--- src/sir_pkg.sv ---
// Purpose: Constants for the sequence input router.
// Assumes: AHB-Lite register access, 32-bit data, one word per register.
// Notes: Each allocation word holds four 4-bit selection digits.
// What this block does
// - Code edits allowed only when mode digit is 1
// - Each input follows its selected pin 40..46
// - Code 7 always asserted, 8 always deasserted
// - Forward overtravel: 0-6 high-active, 9-F low-active
// - Reverse overtravel uses forward overtravel encoding
// - Other inputs: 0-6 low-active, 9-F high-active
// - Shared pin drives all its inputs, each in its own slot's sense
// - Sink wiring: low pin level means ON
// - New mapping applies only after power cycle
package sir_pkg;
    // ==========================================================
    // Register map
    localparam logic [7:0] SIR_OFF_WORD_A = 8'h00;
    localparam logic [7:0] SIR_OFF_WORD_B = 8'h04;
    localparam logic [7:0] SIR_OFF_WORD_C = 8'h08;
    localparam logic [7:0] SIR_OFF_WORD_D = 8'h0c;
    localparam logic [7:0] SIR_OFF_WORD_E = 8'h10;
    localparam logic [7:0] SIR_OFF_ACTIVE = 8'h14;
    localparam logic [7:0] SIR_OFF_PINS = 8'h18;
    localparam logic [7:0] SIR_OFF_INPUTS = 8'h1c;
    // Reset values follow the shipped allocation.
    localparam logic [15:0] SIR_RST_WORD_A = 16'h2100;
    localparam logic [15:0] SIR_RST_WORD_B = 16'h6543;
    localparam logic [15:0] SIR_RST_WORD_C = 16'h8888;
    localparam logic [15:0] SIR_RST_WORD_D = 16'h8888;
    localparam logic [15:0] SIR_RST_WORD_E = 16'h8888;
    // ==========================================================
    // Selection codes
    localparam logic [3:0] SIR_CODE_PIN_LAST = 4'h6;
    localparam logic [3:0] SIR_CODE_ON = 4'h7;
    localparam logic [3:0] SIR_CODE_OFF = 4'h8;
    localparam logic [3:0] SIR_CODE_INV_BASE = 4'h9;
    localparam logic [3:0] SIR_MODE_FREE = 4'h1;
    localparam int SIR_NUM_PINS = 7;
    localparam int SIR_NUM_SIGS = 16;
    localparam int SIR_NUM_WORDS = 5;
    // Logical input index order; slot of word a digit 0 is the mode digit.
    localparam int SIR_IDX_SERVO_ON = 1;
    localparam int SIR_IDX_FWD_OT = 3;
    localparam int SIR_IDX_REV_OT = 4;
    // Bit i set: codes 0..6 mean high-level assertion (the two overtravel slots).
    localparam logic [15:0] SIR_HIGH_ACTIVE_MASK = 16'h0018;
endpackage : sir_pkg

--- src/sir_input_slot.sv ---
// Purpose: Decodes one selection digit into one logical input level.
// Assumes: Pin levels are already synchronised.
// Notes: Pin level 1 means low electrical level, contact closed.
`timescale 1ns/1ns
module sir_input_slot
(
    input wire logic [3:0] code,
    input wire logic high_active,
    input wire logic [sir_pkg::SIR_NUM_PINS-1:0] pin_low,
    output logic asserted
);
    import sir_pkg::*;

    logic [3:0] idx;
    logic raw_low;
    always_comb
    begin
        idx = 4'h0;
        raw_low = 1'b0;
        asserted = 1'b0;
        if (code == SIR_CODE_ON)
        begin
            asserted = 1'b1;
        end
        else if (code == SIR_CODE_OFF)
        begin
            asserted = 1'b0;
        end
        else
        begin
            if (code <= SIR_CODE_PIN_LAST)
            begin
                idx = code;
            end
            else
            begin
                idx = code - SIR_CODE_INV_BASE;
            end
            raw_low = pin_low[idx[2:0]];
            // Low-level assertion is the default sense on most inputs.
            if ((code <= SIR_CODE_PIN_LAST) == high_active)
            begin
                asserted = ~raw_low;
            end
            else
            begin
                asserted = raw_low;
            end
        end
    end
endmodule : sir_input_slot

--- src/sir_router.sv ---
// Purpose: Sequence input router with AHB-Lite configuration.
// Assumes: Reset models a power cycle; hresetn low reloads the mapping.
// Notes: Edited words take effect only at the next reset.
//
// The AHB-Lite interface to the registers and the register addresses were decided locally.
`timescale 1ns/1ns
module sir_router
(
    input wire logic hclk,
    input wire logic hresetn,
    input wire logic hsel,
    input wire logic [31:0] haddr,
    input wire logic [1:0] htrans,
    input wire logic hwrite,
    input wire logic [2:0] hsize,
    input wire logic [31:0] hwdata,
    input wire logic hready,
    output logic [31:0] hrdata,
    output logic hreadyout,
    output logic hresp,
    input wire logic [sir_pkg::SIR_NUM_PINS-1:0] io_connector_pin,
    output logic [sir_pkg::SIR_NUM_SIGS-1:0] logical_inputs
);
    import sir_pkg::*;

    // ==========================================================
    // Configuration storage
    // Saved words model non-volatile storage: they survive hresetn, which stands
    // for a power cycle, so an edited allocation can take effect afterwards.
    logic [15:0] saved_ff [SIR_NUM_WORDS] = '{SIR_RST_WORD_A, SIR_RST_WORD_B, SIR_RST_WORD_C,
        SIR_RST_WORD_D, SIR_RST_WORD_E};
    logic [15:0] active_ff [SIR_NUM_WORDS];
    logic load_pending_ff;
    logic wr_pend_ff;
    logic [7:0] wr_addr_ff;
    logic [7:0] rd_addr_ff;
    logic [31:0] nxt_hrdata;
    logic [SIR_NUM_PINS-1:0] sync1_ff;
    logic [SIR_NUM_PINS-1:0] sync2_ff;
    logic [SIR_NUM_PINS-1:0] sync3_ff;
    logic [SIR_NUM_PINS-1:0] pin_low_ff;
    logic [SIR_NUM_SIGS-1:0] slot_level;
    logic free_mode;

    assign hreadyout = 1'b1;
    assign hresp = 1'b0;
    assign free_mode = (saved_ff[0][3:0] == SIR_MODE_FREE);

    // ==========================================================
    // AHB-Lite write address capture
    always_ff @(posedge hclk or negedge hresetn)
    begin
        if (!hresetn)
        begin
            wr_pend_ff <= 1'b0;
            wr_addr_ff <= 8'h00;
        end
        else if (hready)
        begin
            wr_pend_ff <= hsel && htrans[1] && hwrite;
            wr_addr_ff <= haddr[7:0];
        end
    end

    // Saved words: only the mode digit edits freely; codes need mode 1.
    always_ff @(posedge hclk)
    begin
        if (wr_pend_ff)
        begin
            for (int w = 0; w < SIR_NUM_WORDS; w++)
            begin
                if (wr_addr_ff == 8'(w * 4))
                begin
                    if (free_mode)
                    begin
                        saved_ff[w] <= hwdata[15:0];
                    end
                    else if (w == 0)
                    begin
                        saved_ff[0][3:0] <= hwdata[3:0];
                    end
                end
            end
        end
    end

    // Active mapping is latched once after reset release, modelling power-up.
    always_ff @(posedge hclk or negedge hresetn)
    begin
        if (!hresetn)
        begin
            load_pending_ff <= 1'b1;
            for (int w = 0; w < SIR_NUM_WORDS; w++)
            begin
                active_ff[w] <= {4{SIR_CODE_OFF}};
            end
        end
        else if (load_pending_ff)
        begin
            load_pending_ff <= 1'b0;
            for (int w = 0; w < SIR_NUM_WORDS; w++)
            begin
                active_ff[w] <= saved_ff[w];
            end
        end
    end

    // ==========================================================
    // Read data
    always_ff @(posedge hclk or negedge hresetn)
    begin
        if (!hresetn)
        begin
            rd_addr_ff <= 8'h00;
        end
        else if (hready && hsel && htrans[1] && !hwrite)
        begin
            rd_addr_ff <= haddr[7:0];
        end
    end

    always_comb
    begin
        nxt_hrdata = 32'h0000_0000;
        for (int w = 0; w < SIR_NUM_WORDS; w++)
        begin
            if (rd_addr_ff == 8'(w * 4))
            begin
                nxt_hrdata = {16'h0000, saved_ff[w]};
            end
        end
        if (rd_addr_ff == SIR_OFF_ACTIVE)
        begin
            nxt_hrdata = {31'h0, load_pending_ff};
        end
        if (rd_addr_ff == SIR_OFF_PINS)
        begin
            nxt_hrdata = {25'h0, pin_low_ff};
        end
        if (rd_addr_ff == SIR_OFF_INPUTS)
        begin
            nxt_hrdata = {16'h0000, logical_inputs};
        end
    end
    assign hrdata = nxt_hrdata;

    // ==========================================================
    // Pin synchroniser; a change counts when stages two and three agree.
    always_ff @(posedge hclk or negedge hresetn)
    begin
        if (!hresetn)
        begin
            // Stages start at the open-contact level, so release of reset shows no false ON on low-level-active inputs; high-level-active slots read ON until pins settle.
            sync1_ff <= '1;
            sync2_ff <= '1;
            sync3_ff <= '1;
            pin_low_ff <= '0;
        end
        else
        begin
            sync1_ff <= io_connector_pin;
            sync2_ff <= sync1_ff;
            sync3_ff <= sync2_ff;
            for (int p = 0; p < SIR_NUM_PINS; p++)
            begin
                if (sync2_ff[p] == sync3_ff[p])
                begin
                    pin_low_ff[p] <= ~sync3_ff[p];
                end
            end
        end
    end

    // ==========================================================
    // Per-signal decode; slot 0 is word a digit 0, the mode digit.
    for (genvar s = 0; s < SIR_NUM_SIGS; s++)
    begin : g_slot
        if (s == 0)
        begin : g_mode
            assign slot_level[s] = 1'b0;
        end
        else
        begin : g_sig
            sir_input_slot u_slot (
                .code(active_ff[s / 4][(s % 4) * 4 +: 4]),
                .high_active(SIR_HIGH_ACTIVE_MASK[s]),
                .pin_low(pin_low_ff),
                .asserted(slot_level[s])
            );
        end
    end

    always_ff @(posedge hclk or negedge hresetn)
    begin
        if (!hresetn)
        begin
            logical_inputs <= '0;
        end
        else
        begin
            logical_inputs <= slot_level;
        end
    end
endmodule : sir_router

--- config.mk ---
export PLATFORM = sky130hd
export DESIGN_NAME = sir_router
export DESIGN_NICKNAME = d
export VERILOG_FILES = /design/src/sir_pkg.sv /design/src/sir_input_slot.sv /design/src/sir_router.sv
export SDC_FILE = /design/constraint.sdc
export NUM_CORES = 1
export LEC_CHECK = 0
export ABC_AREA = 1
export BUFFER_PORTS_ARGS = -buffer_cell sky130_fd_sc_hd__buf_2
export CAP_MARGIN = 20
export CORE_UTILIZATION = 25
export CTS_CLUSTER_DIAMETER = 60
export CTS_CLUSTER_SIZE = 25
export DETAILED_ROUTE_END_ITERATION = 8
export GPL_TIMING_DRIVEN = 0
export HOLD_SLACK_MARGIN = 0.02
export SYNTH_ARGS = -nofsm -noshare
export SYNTH_HDL_FRONTEND = slang
export SYNTH_SLANG_ARGS = --single-unit
--- constraint.sdc ---
create_clock -name hclk -period 4.7 [get_ports hclk]
set_input_delay 0.47 -clock hclk [delete_from_list [all_inputs] [get_ports hclk]]
set_output_delay 0.47 -clock hclk [all_outputs]
set_load 0.01 [all_outputs]
Word level (Yosys, flattened, before mapping)
Memory sizes are Yosys's and may differ from the RTL's.
Cells that the tools add are included.
Widths: inputs -> output; s select.

operators by class
  bitwise operators = 23
  equality and inequality tests = 49
  add/sub/neg operators = 15
  $lt $le $gt $ge = 30
  reduce and logical (&&, ||, !) cells = 12
  multiplexer cells = 161

operator list
  operator             count
  $mux 32              7
  $mux 3               49
  $mux 1               80
  $mux 16              5
  $reduce_or 16->1     4
  $eq 4x3->1 const B   15
  $eq 4x4->1 const B   15
  $le 4x3->1 const B   15
  $lt 3x4->1 const B   15
  $bmux 1 s3           15
  $sub 3x1->3 const B  15
  $eq 8x5->1 const B   5
  $eq 8x4->1 const B   4
  $not 1->1            22
  $eq 8x3->1 const B   2
  $logic_not 8->1      2
  $mux 2               4
  $eq 1x1->1           7
  $logic_and 1x1->1    5
  $eq 4x1->1 const B   1
  $mux 4               1
  $logic_not 1->1      1
  $or 1x1->1           1

word-level totals
  memory bits (writable) = 80
  register bits = 125
  word-level logic and storage cells = 310
  input port bits = 81
  memories = 1

memory list
  memory    words  bits a word  read ports  clocked after Yosys merged registers in  wr ports  line              RTL
  saved_ff  5      16           5           0                                        1         sir_router.sv:30  logic [15:0] saved_ff [SIR_NUM_WORDS] = '{SIR_RST_WORD_A, SIR_RST_WORD_B, SIR_RST_WORD_C,

Logic depth before layout (Yosys ltp)
Gate-level depths: netlist of the first run.
An unclocked memory read counts as a cell.

  depth after elaboration = 11
  gate-level depth with buffers = 16

Cells and area by module
A second synthesis of the first run with hierarchy kept.

unflattened totals
  cells, all modules = 1,493
  area total of the unflattened synthesis = 12,863.6 um^2

by module, submodules not included
  module          instances  seq. area each (um^2)  cells an instance  area an instance (um^2)
  sir_router      1          5,476.5                578                7,721.2
  sir_input_slot  15         0.0                    61                 342.8

Worst setup path after synthesis of the first run
OpenSTA, ideal clock, no wires.

  path type = reg-to-reg
  start = mem saved_ff[0][3]
  end = mem saved_ff[4][0], in the netlist saved_ff[0][64] (enable)
  clock period less this slack = 2.884 ns
  library setup time = 0.430 ns
  data arrival time = 2.454 ns
  stages on the path, launching flop included = 4
  required time = 4.270 ns
  setup slack = 1.816 ns
  path through = edfxtp_1 -> nor4_1 -> nand2_1 -> nor4_1

RTL lines
  what         line
  from (decl)  sir_router.sv:30

Worst setup path in the final report of the first run
  start = reg rd_addr_ff[0]
  end = out hrdata[5]

on the way
  cells in the longest elaborated chain, start to end = 9
  elaborated cells between the ends (all ways) = 16
  classes of those cells = eq/ne: 7; mux: 8; reduce/logical: 1

RTL lines
  what                    line               RTL
  from (decl)             sir_router.sv:36   logic [7:0] rd_addr_ff;
  from (signal assigned)  sir_router.sv:118  rd_addr_ff <= haddr[7:0];
  $logic_not 8->1         sir_router.sv:127  if (rd_addr_ff == 8'(w * 4))
  $mux 16                 sir_router.sv:127
  $mux 32 (4 in a row)    sir_router.sv:127
  $mux 32                 sir_router.sv:132  if (rd_addr_ff == SIR_OFF_ACTIVE)
  $mux 32                 sir_router.sv:136  if (rd_addr_ff == SIR_OFF_PINS)
  $mux 32 *               sir_router.sv:140  if (rd_addr_ff == SIR_OFF_INPUTS)
  to (decl)               sir_router.sv:18   output logic [31:0] hrdata,

Every way passes the cells marked *; elsewhere a longest branch is shown, timed or not.

==> flow_metrics.env, run 1 <==
export IMPL_layout_nets=1549
export IMPL_grt_met3_usage=0.0171
export IMPL_root_buffer="clkbuf_16"
export IMPL_cts_tree="built"
export IMPL_path_buf_inv=4
export IMPL_clock_sinks=201
export IMPL_ir_worst_vdd_uv=223
export IMPL_area_delta_synth_final_pct=18.5
export IMPL_setup_tns_ns=0
export IMPL_slew_viol_final=0
export IMPL_overflow=0
export IMPL_outcome="complete, no violations"
export IMPL_start_util=0.255
export IMPL_gr_usage_met2=0.243
export IMPL_io_buffer_count=66
export IMPL_cts_buffers=22
export IMPL_finalClockSkew_ns=0.0177
export IMPL_die_y_um=209
export IMPL_synth_top_cells_by_count="nand2_1, nand3_1, inv_1"
export IMPL_setup_violations_final=0
export IMPL_wl_per_cell_um=16.2
export IMPL_yosysWarnings=0
export IMPL_path_clk_slew_ns=0.07
export IMPL_worst_slack_ns=1.53
export IMPL_drt_iter0_drc=930
export IMPL_synthTopCellsByArea="edfxtp_1, dfrtp_1, nand2_1"
export IMPL_grt_busiest_layer="met2"
export IMPL_grt_usage=0.147
export IMPL_avgSynthCellArea_um2=8.23
export IMPL_die_area_um2=43800
export IMPL_layout_drive_gt1_share=0.132
export IMPL_hp_class="primary input to flip-flop"
export IMPL_ios=131
export IMPL_critical_path_class="flip-flop to output pin"
export IMPL_cpMostUsedCell="nand2_1"
export IMPL_power_total_mw=4.59
export IMPL_met1_usage=0.203
export IMPL_p_per_area_nw_per_um2=361
export IMPL_async_reset_ff_frac=0.602
export IMPL_insertion_delay_ns=0.52
export IMPL_relSlewSlack=0.325
export IMPL_crit_fanout=10
export IMPL_synth_edf_count=80
export IMPL_cpPeakStageDelay_ns=0.43
export IMPL_place_ws_ns=2.05
export IMPL_first_pass_iters=6
export IMPL_cts_buffer_depth=3
export IMPL_cts_setup_buffers=0
export IMPL_antenna_found_initial=2
export IMPL_drv_cap=0
export IMPL_power_leakage_nw=5.90
export IMPL_fin_crit_sh=0.674
export IMPL_hold_viol_final=0
export IMPL_ys_flop_type="dfrtp_1"
export IMPL_arrival_ns=2.70
export IMPL_grt_first_pass_wirelength_mm=49.9
export IMPL_utilization=0.302
export IMPL_period_needed_ns=3.17
export IMPL_core_area_um2=42100
export IMPL_crit_chain="inv_1 > nand2_1 > nor3_1 > nand2_1 > inv_1 > buf_2 > nand2_1 > nand3_1 > buf_2"
export IMPL_routed_wl_mm=32.1
export IMPL_synth_seq_cells=201
export IMPL_synthesis_area_um2=10700
export IMPL_ant_nets=0
export IMPL_worst_ep_required_time_ns=4.23
export IMPL_num_vias=9313
export IMPL_critPathSlowestCell="buf_2"
export IMPL_cp_top_family="buffers and inverters"
export IMPL_rows=75
export IMPL_routed_via_density=4.71
export IMPL_fmax_ghz=0.315
export IMPL_antenna_cells=0
export IMPL_synth_top_area_share=0.224
export IMPL_grt_pass1_vias=8760
export IMPL_cts_htree_levels=1
export IMPL_gp_congestion=0.876
export IMPL_die_x_um=209
export IMPL_yosysMostFrequentCell="nand2_1"
export IMPL_hpwl_mm=23.5
export IMPL_ys_types=27
export IMPL_worst_pin_slew_ns=1.01
export IMPL_seq_area_frac_synth=0.510
export IMPL_cp_end_kind="output pin"
export IMPL_synth_cells=1306
export IMPL_drc=0
export IMPL_grt_max_degree=73
export IMPL_rsz0062_at_grt="no"
export IMPL_worst_setup_path_start_kind="flip-flop"
export IMPL_yosysTopAreaCell="edfxtp_1"
-- path summary, 6_finish.rpt --
kind,end,slack [ns],cells after the start,startpoint
worst max-delay path,hrdata[5],1.53,9,rd_addr_ff[0]
worst max register to register,saved_ff[0][79],2.18,7,wr_addr_ff[5]
max in group asynchronous,sync2_ff[1],3.47,3,hresetn
worst min-delay path,sync1_ff[5],0.04,1,io_connector_pin[5]
worst min register to register,sync2_ff[0],0.36,0,sync1_ff[0]
min in group asynchronous,logical_inputs[10],0.45,2,hresetn
-- timing repair --
action / in CTS / in global routing
resized for setup: 0 / 0
hold endpoints to repair: 35 / 0
hold buffers: 1 / 0
-- registers in the layout, indices dropped and copies added (netlist names), 7 cells and up --
| register | flops |
|---|---|
| wr_addr_ff | 8 |
| sync2_ff | 7 |
| sync3_ff | 7 |
| logical_inputs | 15 |
| rd_addr_ff | 8 |
| pin_low_ff | 7 |
| saved_ff | 80 |
| active_ff | 60 |
| sync1_ff | 7 |
-- cell type report --
class	instances	area [um2]
fillers	4340	29400
flip-flops and latches	201	5480
multi-input cells	937	4560
well taps	539	674
clock buffers	23	576
inverters	137	514
repair buffers	75	445
plain buffers	49	285
clock inverters	17	204
-- cell usage in the layout, fill, tap and decap left out, types with 8 or more instances in the layout --
master	n
inv_1	134
a21oi_1	30
dfstp_2	37
buf_2	68
inv_6	9
clkbuf_16	23
dfrtp_1	84
nor2_1	46
clkbuf_1	21
ha_1	45
nand2_1	424
o22ai_1	8
o21ai_0	113
nand3_1	212
buf_4	23
nand4_1	10
edfxtp_1	80
conb_1	20
-- routing by layer --
layer  vias to the layer above  share of wire
met5                         -        0.00037
met4                         2          0.023
met3                        49          0.072
met2                       332           0.46
met1                      4411           0.44
li1                       4519              -
-- cells by family after synthesis --
kind of cell / share of synthesized area
flops: 0.510
buf+inv: 0.0744
other cells: 0.000699
simple gates: 0.281
compound gates: 0.0743
mux: 0.00419
xor+xnor: 0.00326
fa+ha+maj: 0.0524
-- worst register-to-register path, cell delays in order, from the launching register on --
cell,delay (ns)
dfrtp_1,0.38
nor3_1,0.37
inv_1,0.07
nor2_1,0.14
nand2_1,0.09
nor4_2,0.71
buf_4,0.32
buf_6,0.15
-- power by group --
part / internal (mW) / switching [mW] / total [mW]
sequential: 1.93 / 0.100 / 2.03
clock: 1.05 / 0.821 / 1.87
combinational: 0.225 / 0.466 / 0.691
total: 3.21 / 1.39 / 4.59
-- stage by stage --
step	hold WS, ns	instances	cell area [um2]
global route	0.0244	1978	12700
detailed placement	0.347	1937	11900
global placement	0.348	1929	11800
finish	0.0396	1978	12700
floorplan	0.174	1324	10800
CTS	0.0220	1978	12700
No activity file was read; power rests on OpenSTA's default activity.
==> run 2: changes to the inputs <==
==> constraint.sdc (replaced) <==
create_clock -name hclk -period 2.9 [get_ports hclk]
set_input_delay 0.29 -clock hclk [delete_from_list [all_inputs] [get_ports hclk]]
set_output_delay 0.29 -clock hclk [all_outputs]
set_load 0.01 [all_outputs]
==> run 2 against run 1 <==
Against the previous run: critical endpoint unchanged; critical path depth up 1; register-to-register slack worse by 1.8 ns; final cell count up 1.6%; flip-flop and latch count unchanged; worst setup slack worse by 1.4 ns; non-clock buffer count up 32; largest power group unchanged; hold slack worse by 0.010 ns; highest routed layer is now met4; global-route usage about the same; utilization up 0.81 points.
==> flow_metrics.env, run 2 (synthesis results as in run 1) <==
export IMPL_cts_htree_levels=1
export IMPL_ios=131
export IMPL_p_per_area_nw_per_um2=572
export IMPL_setup_violations_final=0
export IMPL_overflow=0
export IMPL_hpwl_mm=23.5
export IMPL_root_buffer="clkbuf_16"
export IMPL_insertion_delay_ns=0.52
export IMPL_arrival_ns=2.44
export IMPL_finalClockSkew_ns=0.0173
export IMPL_slew_viol_final=0
export IMPL_grt_first_pass_wirelength_mm=50.2
export IMPL_grt_pass1_vias=8862
export IMPL_clock_sinks=201
export IMPL_crit_fanout=10
export IMPL_die_y_um=209
export IMPL_hp_class="primary input to flip-flop"
export IMPL_ir_worst_vdd_uv=364
export IMPL_die_area_um2=43800
export IMPL_routed_via_density=4.68
export IMPL_die_x_um=209
export IMPL_fin_crit_sh=0.940
export IMPL_holdWs_ns=0.0293
export IMPL_final_common_cell="nand2_1"
export IMPL_critical_path_class="flip-flop to output pin"
export IMPL_relSlewSlack=0.307
export IMPL_core_area_um2=42100
export IMPL_worst_setup_path_start_kind="flip-flop"
export IMPL_cp_end_kind="output pin"
export IMPL_first_pass_iters=5
export IMPL_cts_buffer_depth=3
export IMPL_rsz0062_at_grt="no"
export IMPL_drt_iter0_drc=1013
export IMPL_worst_pin_slew_ns=1.04
export IMPL_num_vias=9408
export IMPL_drv_cap=0
export IMPL_antenna_found_initial=1
export IMPL_hold_viol_final=0
export IMPL_io_buffer_count=66
export IMPL_largest_register="saved_ff"
export IMPL_rows=75
export IMPL_fmax_ghz=0.367
export IMPL_routed_wl_mm=32.2
export IMPL_antenna_cells=0
export IMPL_reg_largest_list="saved_ff: 80 flops, active_ff: 60 flops, logical_inputs: 15 flops"
export IMPL_path_clk_slew_ns=0.07
export IMPL_period_needed_ns=2.73
export IMPL_worst_ep_required_time_ns=2.61
export IMPL_grt_max_degree=73
export IMPL_area_delta_synth_final_pct=21.7
export IMPL_cts_tree="built"
export IMPL_drc=0
export IMPL_cts_buffers=22
export IMPL_grt_usage=0.147
export IMPL_power_leakage_nw=6.03
export IMPL_power_total_mw=7.48
export IMPL_largest_reg_flops=80
export IMPL_layout_drive_gt1_share=0.139
export IMPL_utilization=0.310
export IMPL_outcome="complete, no violations"
export IMPL_final_cell_mix="nand2_1, nand3_1, inv_1"
export IMPL_layout_nets=1581
export IMPL_fill_cells=4328
export IMPL_gp_congestion=0.876
export IMPL_ant_nets=0
export IMPL_start_util=0.255
export IMPL_wl_per_cell_um=16.0
-- run 2: area by class of cell --
cell class / instances / area [um2] / share of cell area
buffer: 49 / 288 / 0.0220
clock buffer: 23 / 576 / 0.0440
clock inverter: 17 / 204 / 0.0156
inverter: 137 / 522 / 0.0399
multi-input combinational: 937 / 4570 / 0.350
sequential: 201 / 5480 / 0.419
tap: 539 / 674 / 0.0516
timing repair buffer: 107 / 761 / 0.0582
-- run 2: what timing repair did --
| action | 4_1_cts | 5_1_grt |
|---|---|---|
| pin swaps | 2 | 1 |
| endpoints found under the setup margin | 10 | 13 |
| endpoints found under the hold margin | 103 | 0 |
| gates resized for setup | 3 | 5 |
| buffers inserted | 3 | 4 |
| hold buffers | 26 | 0 |
-- run 2: per-layer routing --
layer	track usage	part of all wire
met1	0.204	0.44
met2	0.244	0.46
met3	0.0156	0.071
met4	0.0428	0.026
met5	0	0
-- run 2: worst paths after layout --
check / start / to / slack [ns] / depth (start not counted)
setup / recovery: rd_addr_ff[2] / hrdata[5] / 0.17 / 10
hold / removal: hwdata[15] / saved_ff[0][47] / 0.03 / 1
setup reg to reg: wr_addr_ff[5] / saved_ff[0][79] / 0.42 / 7
hold reg to reg: sync1_ff[0] / sync2_ff[0] / 0.36 / 0
max in group asynchronous: hresetn / sync2_ff[1] / 1.85 / 3
min in group asynchronous: hresetn / logical_inputs[10] / 0.27 / 2
-- run 2: through the flow --
stage                     area [um2]  TNS [ns]  cells  setup slack [ns]
final                          13100         0   2010             0.173
after global routing           13100         0   2010            0.0103
after CTS                      13000         0   2006           0.00573
after detailed placement       11900         0   1937             0.382
after global placement         11800    -82.42   1929             -1.52
after floorplan                10800         0   1324            0.0159
-- run 2: worst max-delay path, cell delays in order, from the launching register on --
cell and delay, ns:
dfrtp_1 0.52, inv_2 0.12, nor3_1 0.26, nand3_1 0.12
inv_2 0.20, buf_6 0.19, nand2_1 0.06, nand2_1 0.05
o22ai_1 0.09, nand3_1 0.13, buf_2 0.15
-- run 2: power by group --
group / total (mW) / internal (mW) / switching [mW]
clock: 3.03 / 1.70 / 1.33
combinational: 1.15 / 0.388 / 0.765
sequential: 3.30 / 3.13 / 0.164
